`src/pci_target_pkg.sv`:
```
package pci_target_pkg;
  // pci bus commands
  localparam logic [3:0] CMD_IO_READ = 4'h2;
  localparam logic [3:0] CMD_IO_WRITE = 4'h3;
  localparam logic [3:0] CMD_CFG_READ = 4'hA;
  localparam logic [3:0] CMD_CFG_WRITE = 4'hB;
  // configuration space byte offsets
  localparam logic [7:0] CFG_ID_OFS = 8'h00;
  localparam logic [7:0] CFG_CMD_OFS = 8'h04;
  localparam logic [7:0] CFG_CLASS_OFS = 8'h08;
  localparam logic [7:0] CFG_BAR_OFS = 8'h10;
  localparam logic [7:0] CFG_MAIL_OFS = 8'h3C;
  // command register fields and writable bits
  localparam int IO_EN_BIT = 0;
  localparam int MASTER_EN_BIT = 2;
  localparam logic [15:0] CMD_WR_MASK = 16'h0005;
  localparam logic [15:0] CMD_RESET = 16'h0000;
  localparam logic [31:0] BAR_RESET = 32'h0000_0001;
  localparam logic [31:0] MAIL_RESET = 32'h0000_0000;
  localparam logic [31:0] BAR_IO_FLAG = 32'h0000_0001;
  // window alignment in address bits
  localparam int SCSI_ALIGN_BITS = 7;
  localparam int ENET_ALIGN_BITS = 5;
  localparam logic [6:0] SCSI_CORE_LAST = 7'h3F;
  localparam logic [6:0] SCSI_DMA_FIRST = 7'h40;
  localparam logic [6:0] SCSI_DMA_LAST = 7'h5F;
  // register block selected by an i/o access
  typedef enum logic [1:0] {
    BLK_SCSI_CORE = 2'b00,
    BLK_SCSI_DMA = 2'b01,
    BLK_ENET = 2'b10
  } io_block_e;
endpackage : pci_target_pkg
```
`src/io_decode_if.sv`:
```
`timescale 1ns/1ps
interface io_decode_if;
  logic [31:0] addr;
  logic [3:0] cmd;
  logic [31:0] scsi_base;
  logic [31:0] enet_base;
  logic scsi_en;
  logic enet_en;
  logic master_busy;
  logic hit;
  pci_target_pkg::io_block_e block;
  logic [6:0] offset;
  modport decoder (
    input addr, cmd, scsi_base, enet_base, scsi_en, enet_en, master_busy,
    output hit, block, offset
  );
  modport owner (
    output addr, cmd, scsi_base, enet_base, scsi_en, enet_en, master_busy,
    input hit, block, offset
  );
endinterface : io_decode_if

```
`src/io_window_decode.sv`:
```
`timescale 1ns/1ps
module io_window_decode (
  io_decode_if.decoder dec // address and base values in, hit out
);
  logic is_io;
  logic scsi_match;
  logic enet_match;
  logic [6:0] scsi_ofs;

  // ---------------------------------------------------------------
  // window match
  // ---------------------------------------------------------------
  always_comb begin
    is_io = (dec.cmd == pci_target_pkg::CMD_IO_READ) ||
            (dec.cmd == pci_target_pkg::CMD_IO_WRITE);
    scsi_ofs = dec.addr[6:0];
    scsi_match = (dec.addr[31:pci_target_pkg::SCSI_ALIGN_BITS] ==
                  dec.scsi_base[31:pci_target_pkg::SCSI_ALIGN_BITS]) &&
                 (scsi_ofs <= pci_target_pkg::SCSI_DMA_LAST);
    enet_match = dec.addr[31:pci_target_pkg::ENET_ALIGN_BITS] ==
                 dec.enet_base[31:pci_target_pkg::ENET_ALIGN_BITS];
  end

  // ---------------------------------------------------------------
  // block select
  // ---------------------------------------------------------------
  always_comb begin
    dec.hit = 1'b0;
    dec.block = pci_target_pkg::BLK_SCSI_CORE;
    dec.offset = scsi_ofs;
    if (is_io && !dec.master_busy) begin
      if (dec.scsi_en && scsi_match) begin
        dec.hit = 1'b1;
        if (scsi_ofs <= pci_target_pkg::SCSI_CORE_LAST) begin
          dec.block = pci_target_pkg::BLK_SCSI_CORE;
        end else begin
          dec.block = pci_target_pkg::BLK_SCSI_DMA;
          dec.offset = scsi_ofs - pci_target_pkg::SCSI_DMA_FIRST;
        end
      end else if (dec.enet_en && enet_match) begin
        dec.hit = 1'b1;
        dec.block = pci_target_pkg::BLK_ENET;
        dec.offset = {2'b00, dec.addr[4:0]};
      end
    end
  end
endmodule : io_window_decode

```
`src/pci_target_config_decode.sv`:
```
`timescale 1ns/1ps
module pci_target_config_decode #(
  parameter logic [31:0] SCSI_ID = 32'h1234_5678, // arbitrary value
  parameter logic [31:0] ENET_ID = 32'h1234_5679, // arbitrary value
  parameter logic [31:0] SCSI_CLASS = 32'h0100_0000, // arbitrary value
  parameter logic [31:0] ENET_CLASS = 32'h0200_0000 // arbitrary value
) (
  input wire logic sys_clk, // pci clock
  input wire logic sys_rst, // async reset, high
  input wire logic frame_n, // bus frame
  input wire logic irdy_n, // initiator ready
  input wire logic [3:0] cbe_n, // command / byte enables
  input wire logic [31:0] ad_in, // address/data in
  output logic [31:0] ad_out, // read data out
  output logic ad_oe, // drive ad
  output logic devsel_n, // device select value
  output logic devsel_oe, // drive devsel
  output logic trdy_n, // target ready value
  output logic trdy_oe, // drive trdy
  input wire logic scsi_config_select, // scsi config select
  input wire logic enet_config_select, // ethernet config select
  input wire logic scsi_bus_grant_n, // scsi grant
  input wire logic enet_bus_grant_n, // ethernet grant
  output logic scsi_bus_request_n, // scsi request
  output logic enet_bus_request_n, // ethernet request
  output logic scsi_interrupt_out_n, // scsi interrupt
  output logic enet_interrupt_out_n, // ethernet interrupt
  input wire logic scsi_dma_need, // scsi engine wants bus
  input wire logic enet_dma_need, // ethernet engine wants bus
  input wire logic scsi_irq, // scsi interrupt source
  input wire logic enet_irq, // ethernet interrupt source
  output logic io_strobe, // one cycle register access
  output logic io_write, // access is a write
  output pci_target_pkg::io_block_e io_block, // target block
  output logic [6:0] io_offset, // byte offset in block
  output logic [31:0] io_wdata, // write data
  output logic [3:0] io_be, // byte enables, high
  input wire logic [31:0] io_rdata // read data, cycle after strobe
);
  typedef enum logic [2:0] {
    ST_IDLE = 3'b000,
    ST_CLAIM = 3'b001,
    ST_WAIT = 3'b010,
    ST_DATA = 3'b011,
    ST_TURN = 3'b100
  } tgt_state_e;

  localparam int SYNC_W = 43;

  logic [SYNC_W-1:0] sync1;
  logic [SYNC_W-1:0] sync2;
  logic frame_s;
  logic frame_prev;
  logic irdy_s;
  logic [3:0] cbe_s;
  logic [31:0] ad_s;
  logic sel_a_s;
  logic sel_b_s;
  logic gnt_a_s;
  logic gnt_b_s;
  logic frame_start;
  logic cfg_cmd;

  tgt_state_e st, next_st;
  logic cur_cfg, next_cur_cfg;
  logic cur_fn, next_cur_fn;
  logic cur_wr, next_cur_wr;
  logic [7:0] cur_reg, next_cur_reg;
  logic next_devsel_n, next_devsel_oe, next_trdy_n, next_trdy_oe;
  logic [31:0] next_ad_out;
  logic next_ad_oe;
  logic next_io_strobe, next_io_write;
  pci_target_pkg::io_block_e next_io_block;
  logic [6:0] next_io_offset;
  logic [31:0] next_io_wdata;
  logic [3:0] next_io_be;
  logic [15:0] cmd [2];
  logic [15:0] next_cmd [2];
  logic [31:0] bar [2];
  logic [31:0] next_bar [2];
  logic [31:0] mail [2];
  logic [31:0] next_mail [2];
  logic [31:0] cfg_rdata;
  logic [31:0] bar_mask;
  logic [31:0] cmd_merged;
  logic next_req_a, next_req_b;

  io_decode_if dec_if ();

  // merge enabled write bytes into an old value
  function automatic logic [31:0] merge_bytes(input logic [31:0] old,
      input logic [31:0] wr, input logic [3:0] be);
    logic [31:0] res;
    res = old;
    for (int i = 0; i < 4; i++) begin
      if (be[i]) begin
        res[i*8 +: 8] = wr[i*8 +: 8];
      end
    end
    return res;
  endfunction : merge_bytes

  // ---------------------------------------------------------------
  // pin synchronisers
  // ---------------------------------------------------------------
  // sampled on rising edge
  always_ff @(posedge sys_clk or posedge sys_rst) begin
    if (sys_rst) begin
      sync1 <= {2'b11, 4'hF, 32'h0000_0000, 2'b00, 2'b11, 1'b1};
      sync2 <= {2'b11, 4'hF, 32'h0000_0000, 2'b00, 2'b11, 1'b1};
      frame_prev <= 1'b1;
    end else begin
      sync1 <= {frame_n, irdy_n, cbe_n, ad_in, scsi_config_select,
                enet_config_select, scsi_bus_grant_n, enet_bus_grant_n,
                1'b1};
      sync2 <= sync1;
      frame_prev <= frame_s;
    end
  end

  // unpack synchronised pins
  assign {frame_s, irdy_s, cbe_s, ad_s, sel_a_s, sel_b_s, gnt_a_s,
          gnt_b_s} = sync2[SYNC_W-1:1];
  assign frame_start = frame_prev && !frame_s;
  assign cfg_cmd = (cbe_s == pci_target_pkg::CMD_CFG_READ) ||
                   (cbe_s == pci_target_pkg::CMD_CFG_WRITE);
  // command write merged with enabled bytes
  assign cmd_merged = merge_bytes({16'h0000, cmd[cur_fn]}, ad_s, ~cbe_s);

  // ---------------------------------------------------------------
  // i/o window decode
  // ---------------------------------------------------------------
  // bases steer decode
  assign dec_if.addr = ad_s;
  assign dec_if.cmd = cbe_s;
  assign dec_if.scsi_base = bar[0];
  assign dec_if.enet_base = bar[1];
  assign dec_if.scsi_en = cmd[0][pci_target_pkg::IO_EN_BIT];
  assign dec_if.enet_en = cmd[1][pci_target_pkg::IO_EN_BIT];
  assign dec_if.master_busy = (!scsi_bus_request_n && !gnt_a_s) ||
                              (!enet_bus_request_n && !gnt_b_s);

  io_window_decode u_dec (
    .dec(dec_if.decoder)
  );

  // ---------------------------------------------------------------
  // configuration read mux
  // ---------------------------------------------------------------
  // identification, command, class, base and mailbox registers
  always_comb begin
    case (cur_reg)
      pci_target_pkg::CFG_ID_OFS: cfg_rdata = cur_fn ? ENET_ID : SCSI_ID;
      pci_target_pkg::CFG_CMD_OFS: cfg_rdata = {16'h0000, cmd[cur_fn]};
      pci_target_pkg::CFG_CLASS_OFS: begin
        cfg_rdata = cur_fn ? ENET_CLASS : SCSI_CLASS;
      end
      pci_target_pkg::CFG_BAR_OFS: cfg_rdata = bar[cur_fn];
      pci_target_pkg::CFG_MAIL_OFS: cfg_rdata = mail[cur_fn];
      default: cfg_rdata = 32'h0000_0000;
    endcase
  end

  // ---------------------------------------------------------------
  // target state machine
  // ---------------------------------------------------------------
  // target machine
  always_comb begin
    next_st = st;
    next_cur_cfg = cur_cfg;
    next_cur_fn = cur_fn;
    next_cur_wr = cur_wr;
    next_cur_reg = cur_reg;
    next_devsel_n = devsel_n;
    next_devsel_oe = devsel_oe;
    next_trdy_n = trdy_n;
    next_trdy_oe = trdy_oe;
    next_ad_out = ad_out;
    next_ad_oe = ad_oe;
    next_io_strobe = 1'b0;
    next_io_write = io_write;
    next_io_block = io_block;
    next_io_offset = io_offset;
    next_io_wdata = io_wdata;
    next_io_be = io_be;
    next_cmd = cmd;
    next_bar = bar;
    next_mail = mail;
    bar_mask = cur_fn ? {{(32 - pci_target_pkg::ENET_ALIGN_BITS){1'b1}},
                         {pci_target_pkg::ENET_ALIGN_BITS{1'b0}}}
                      : {{(32 - pci_target_pkg::SCSI_ALIGN_BITS){1'b1}},
                         {pci_target_pkg::SCSI_ALIGN_BITS{1'b0}}};
    case (st)
      ST_IDLE: begin
        if (frame_start) begin
          if (cfg_cmd && (sel_a_s || sel_b_s)) begin
            next_st = ST_CLAIM;
            next_cur_cfg = 1'b1;
            next_cur_fn = !sel_a_s;
            next_cur_wr = cbe_s[0];
            next_cur_reg = {ad_s[7:2], 2'b00};
          end else if (dec_if.hit) begin
            next_st = ST_CLAIM;
            next_cur_cfg = 1'b0;
            next_cur_wr = cbe_s[0];
            next_io_block = dec_if.block;
            next_io_offset = {dec_if.offset[6:2], 2'b00};
            next_io_write = cbe_s[0];
            next_io_strobe = !cbe_s[0];
            next_io_be = 4'hF;
          end
          if ((cfg_cmd && (sel_a_s || sel_b_s)) || dec_if.hit) begin
            next_devsel_n = 1'b0;
            next_devsel_oe = 1'b1;
            next_trdy_n = 1'b1;
            next_trdy_oe = 1'b1;
          end
        end
      end
      ST_CLAIM: begin
        next_st = ST_WAIT;
        next_ad_oe = !cur_wr;
      end
      ST_WAIT: begin
        next_ad_out = cur_cfg ? cfg_rdata : io_rdata;
        next_trdy_n = 1'b0;
        next_st = ST_DATA;
      end
      ST_DATA: begin
        if (!irdy_s) begin
          next_trdy_n = 1'b1;
          next_devsel_n = 1'b1;
          next_ad_oe = 1'b0;
          next_st = ST_TURN;
          if (cur_wr && cur_cfg) begin
            case (cur_reg)
              pci_target_pkg::CFG_CMD_OFS: begin
                next_cmd[cur_fn] = (cmd[cur_fn] &
                    ~pci_target_pkg::CMD_WR_MASK) |
                    (cmd_merged[15:0] & pci_target_pkg::CMD_WR_MASK);
              end
              pci_target_pkg::CFG_BAR_OFS: begin
                next_bar[cur_fn] = (merge_bytes(bar[cur_fn], ad_s,
                    ~cbe_s) & bar_mask) | pci_target_pkg::BAR_IO_FLAG;
              end
              pci_target_pkg::CFG_MAIL_OFS: begin
                next_mail[cur_fn] = merge_bytes(mail[cur_fn], ad_s,
                                                ~cbe_s);
              end
              default: begin
              end
            endcase
          end else if (cur_wr) begin
            next_io_strobe = 1'b1;
            next_io_wdata = ad_s;
            next_io_be = ~cbe_s;
          end
        end
      end
      ST_TURN: begin
        next_devsel_oe = 1'b0;
        next_trdy_oe = 1'b0;
        next_st = ST_IDLE;
      end
      default: begin
        next_st = ST_IDLE;
      end
    endcase
  end

  always_comb begin
    next_req_a = scsi_dma_need && cmd[0][pci_target_pkg::MASTER_EN_BIT];
    next_req_b = enet_dma_need && cmd[1][pci_target_pkg::MASTER_EN_BIT];
  end

  // ---------------------------------------------------------------
  // state registers
  // ---------------------------------------------------------------
  // outputs on rising edge
  always_ff @(posedge sys_clk or posedge sys_rst) begin
    if (sys_rst) begin
      st <= ST_IDLE;
      cur_cfg <= 1'b0;
      cur_fn <= 1'b0;
      cur_wr <= 1'b0;
      cur_reg <= 8'h00;
      devsel_n <= 1'b1;
      devsel_oe <= 1'b0;
      trdy_n <= 1'b1;
      trdy_oe <= 1'b0;
      ad_out <= 32'h0000_0000;
      ad_oe <= 1'b0;
      io_strobe <= 1'b0;
      io_write <= 1'b0;
      io_block <= pci_target_pkg::BLK_SCSI_CORE;
      io_offset <= 7'h00;
      io_wdata <= 32'h0000_0000;
      io_be <= 4'h0;
      cmd <= '{pci_target_pkg::CMD_RESET, pci_target_pkg::CMD_RESET};
      bar <= '{pci_target_pkg::BAR_RESET, pci_target_pkg::BAR_RESET};
      mail <= '{pci_target_pkg::MAIL_RESET, pci_target_pkg::MAIL_RESET};
      scsi_bus_request_n <= 1'b1;
      enet_bus_request_n <= 1'b1;
      scsi_interrupt_out_n <= 1'b1;
      enet_interrupt_out_n <= 1'b1;
    end else begin
      st <= next_st;
      cur_cfg <= next_cur_cfg;
      cur_fn <= next_cur_fn;
      cur_wr <= next_cur_wr;
      cur_reg <= next_cur_reg;
      devsel_n <= next_devsel_n;
      devsel_oe <= next_devsel_oe;
      trdy_n <= next_trdy_n;
      trdy_oe <= next_trdy_oe;
      ad_out <= next_ad_out;
      ad_oe <= next_ad_oe;
      io_strobe <= next_io_strobe;
      io_write <= next_io_write;
      io_block <= next_io_block;
      io_offset <= next_io_offset;
      io_wdata <= next_io_wdata;
      io_be <= next_io_be;
      cmd <= next_cmd;
      bar <= next_bar;
      mail <= next_mail;
      scsi_bus_request_n <= !next_req_a;
      enet_bus_request_n <= !next_req_b;
      scsi_interrupt_out_n <= !scsi_irq;
      enet_interrupt_out_n <= !enet_irq;
    end
  end
endmodule : pci_target_config_decode

```
`config.mk`:
```
export PLATFORM = sky130hd
export DESIGN_NAME = pci_target_config_decode
export DESIGN_NICKNAME = d
export VERILOG_FILES = /design/src/pci_target_pkg.sv /design/src/io_decode_if.sv /design/src/io_window_decode.sv /design/src/pci_target_config_decode.sv
export SDC_FILE = /design/constraint.sdc
export NUM_CORES = 1
export LEC_CHECK = 0
export BUFFER_PORTS_ARGS = -buffer_cell sky130_fd_sc_hd__buf_2
export CORE_UTILIZATION = 35
export DETAILED_ROUTE_END_ITERATION = 12
export GPL_TIMING_DRIVEN = 0
export HOLD_SLACK_MARGIN = 0.1
export PLACE_DENSITY_LB_ADDON = 0.3
export REMOVE_ABC_BUFFERS = 1
export SKIP_LAST_GASP = 1
export SLEW_MARGIN = 20
export SYNTH_ARGS = -nofsm -noshare
export SYNTH_HDL_FRONTEND = slang
export SYNTH_SLANG_ARGS = --single-unit
export TNS_END_PERCENT = 30
```
`constraint.sdc`:
```
create_clock -name sys_clk -period 16.5 [get_ports sys_clk]
set_input_delay 3.3 -clock sys_clk [delete_from_list [all_inputs] [get_ports sys_clk]]
set_output_delay 3.3 -clock sys_clk [all_outputs]
set_load 0.05 [all_outputs]
```
==> summary.txt <==
Clocking
  – H-tree depth: 2
  – CTS root buffer: clkbuf_16
  – # Post-CTS Setup Buffers: 0
  – CTS tree: yes
  – Clock sink count: about 330
  – Post-CTS Resized: 0
  – Clock latency at the later pin of the worst-skew pair: approximately 0.55 ns
  – CTS Buf Count: 38
  – Maximum root-to-sink buffer count: 3
  – Clock slew at the register clock pins of the worst setup and hold paths: around 0.060 ns
  – # hold bufs at CTS: 0

Pwr
  – Pwr Density: ~170 mW/mm2
  – Internal power: about 1.7 mW
  – Gate power share: between 30% and 40%
  – Pwr Total: 2.78 mW
  – Flop pwr share: a little under two fifths
  – Leak pwr: around 7.6 nW
  – Clock power frac: 29.7%
  – Switching portion of total power: about 39%
  – Peak supply drop: around 100 uV
  – Psw: around 1.1 mW

Setup path
  – Crit-path cells: buf_2
  – Crit. End Element: primary output
  – CP Max Fanout: 3
  – WP data arrival: between 1 and 1.5 ns
  – Worst setup SP type: register
  – Reg-to-reg startpoint: cur_reg[2]
  – Path depth of the worst reg2reg path: 5
  – CP max stage delay: 0.54 ns
  – Worst EP required: between 10 and 15 ns
  – FF-to-FF setup slack: approximately 13 ns
  – CP delay by family, top: flip-flops
  – CP max stage cell: dfstp_2
  – Buf+Inv Stages, Crit Path: 1
  – Worst setup path class: reg -> out
  – Worst R2R End: dec_if.scsi_base[28]

Cells and area
  – Max FFs per register: 64
  – Ant. Diodes: 0
  – Top reg by flops: mail
  – Most frequent cells in the layout: dfrtp_1, buf_2, nand2_1, mux2_2, o21ai_0
  – Area grow syn2layout: 19.0%
  – Final net count: roughly 1400
  – Share of layout cells above drive strength 1: a little under a third
  – Fill cells: 3727
  – Largest regs: mail: 64 flops, sync1: 42 flops, sync2: 42 flops
  – Commonest non-fill, non-tap cell in the layout: dfrtp_1
  – Final Util: 42.4%

Die
  – Chip height: about 200 um
  – # IOs: ~170
  – Die ar.: 0.0402 mm2
  – Row count: between 70 and 80
  – Core Box Area: ~0.039 mm2
  – Initial Utilization: between 30% and 40%
  – Die W: ~200 um

Timing
  – Final Max Slew Viols: 0
  – Slew headroom: 27.2%
  – Shortest clock period the worst path allows after layout: between 4 and 5 ns
  – Highest clock rate: about 0.21 GHz
  – Setup TNS: 0 ns
  – Period utilization: between 20% and 30%
  – Skew final: roughly 0.018 ns
  – Fin Hold WS: about 0.33 ns
  – Unrepaired setup endpoints after global routing: false
  – Slew @ Worst Pin: roughly 1.1 ns
  – Final setup viols: 0
  – Fin. Hold Viols: 0

Synth
  – #FFs+latches synth: 332
  – Ys async rst share: 100%
  – Mapped Cells: about 1200
  – Area share of fa/ha/maj cells after synthesis: 0%
  – Post-synth cell types: 60
  – Post-synthesis compound-gate area fraction: approximately 9%
  – Ys flop type: dfrtp_1
  – Sequential-to-total area share from yosys stat: between 60 and 70%
  – Post-synthesis mux area share: ~15%
  – Syn. warnings: 0
  – EDFF count, synth: 0
  – Post-Synth XOR/XNOR Area: under 10%
  – Syn_area_per_cell: approximately 12 um2
  – Post-Syn Area: about 0.014 mm2
  – Largest family of logic cells by synthesized area: multiplexers
  – Simple-Gate Fraction of Synth Area: a little under a tenth

Global route
  – Total congestion overflow: 0
  – Vias in the first global route: roughly 9500
  – Largest net degree at the start of global routing: 96
  – Global-route wire length before repair: 57000 um
  – Total track usage: 18.5%
  – Initial antenna violation count: 0

Routing
  – Routed Antenna Nets: 0
  – Via density per instance: 5.09
  – Post-Route WL: 36600 um
  – Routed vias: between 9000 and 10000
  – Remaining DRCs: 0
  – DRT Pass-1 Iters: 5
  – Routed WL per cell: about 20 um
  – DRT iter0 DRCs: approximately 730

Min path
  – Cells on Worst Hold Path: 0
  – HP Start: sync1[24]
  – HP Class: reg -> reg
  – Hold Path Sink: sync2[24]

Run status
  – Status: finished, final reports clean

Placed design
  – DPL Wire Length: between 20000 and 25000 um
  – Port-buffer cells: 165
  – Routability cong.: roughly 0.88

Job
  – Max cap viols: 0
## power groups by stage
| stage | sequential, mW | clock [mW] | combinational [mW] |
|---|---|---|---|
| global placement | 1.10 | 0 | 0.859 |
| floorplan | 1.36 | 0 | 0.316 |
| global route | 1.06 | 0.883 | 0.972 |
| finish | 1.04 | 0.825 | 0.909 |
| CTS | 1.04 | 0.854 | 0.920 |
| detailed placement | 1.06 | 0 | 0.917 |
## kinds of logic (layout without fill, tap and decap cells)
group / Yosys count / count (layout)
and+or+nand+nor: 274 / 274
buffers and inverters: 113 / 270
AOI/OAI and AO/OA: 206 / 206
xor gates and xnor gates: 52 / 52
DFF: 332 / 332
other: 1 / 2
muxes: 183 / 183
## area by class of cell
cell class,count,area [um2],share of cell area [%]
tap,518,648,3.95
sequential,332,8340,50.8
inverter,19,78.8,0.480
multi-input combinational,717,5020,30.6
clock buffer,62,1160,7.07
timing repair buffer,181,1100,6.69
clock inverter,8,63.8,0.389
## synth_stat cells (all sizes together), types with 6 or more instances
cell / number / area share [%]
mux2: 132 / 11
buf: 14 / 0.58
nor2b: 16 / 0.73
dfstp: 23 / 4.4
clkbuf: 80 / 2.2
a222oi: 6 / 0.44
a21oi: 63 / 2.3
nand3: 6 / 0.22
xnor2: 50 / 3.2
mux2i: 51 / 3.7
o22ai: 24 / 1.1
o21ai: 69 / 2.6
dfrtp: 309 / 56
inv: 18 / 0.49
nand2: 138 / 3.8
and2: 6 / 0.27
o221ai: 19 / 1.2
nand4: 22 / 1.0
nor2: 57 / 1.7
nor3: 7 / 0.25
## per-stage QoR
step                      cell area [um2]  setup slack [ns]  std cells
after floorplan                     13400              4.04       1068
after global placement              14900             0.294       1751
after detailed placement            15200             11.72       1767
after CTS                           16400             11.79       1837
after global routing                16400             11.79       1837
final                               16400             11.82       1837
## worst max path at each step
| stage | from | end | slack (ns) | depth (start not counted) |
|---|---|---|---|---|
| CTS | trdy_n | trdy_n | 11.79 | 1 |
| global placement | sys_rst | io_wdata[16] | 0.29 | 2 |
| finish | trdy_n | trdy_n | 11.82 | 1 |
| global route | devsel_n | devsel_n | 11.79 | 1 |
| floorplan | sys_rst | ad_oe | 4.04 | 1 |
| detailed placement | sys_rst | sync2[39] | 11.72 | 4 |
## per-layer routing
| layer | vias to the layer above | track usage (%) | wire length [um] |
|---|---|---|---|
| li1 | 4289 | - | - |
| met1 | 4716 | 26.1 | 16700 |
| met2 | 269 | 28.0 | 16500 |
| met3 | 73 | 3.26 | 2030 |
| met4 | 0 | 8.37 | 1350 |
| met5 | - | 0 | 0 |
(Power assumes the default switching activity.)
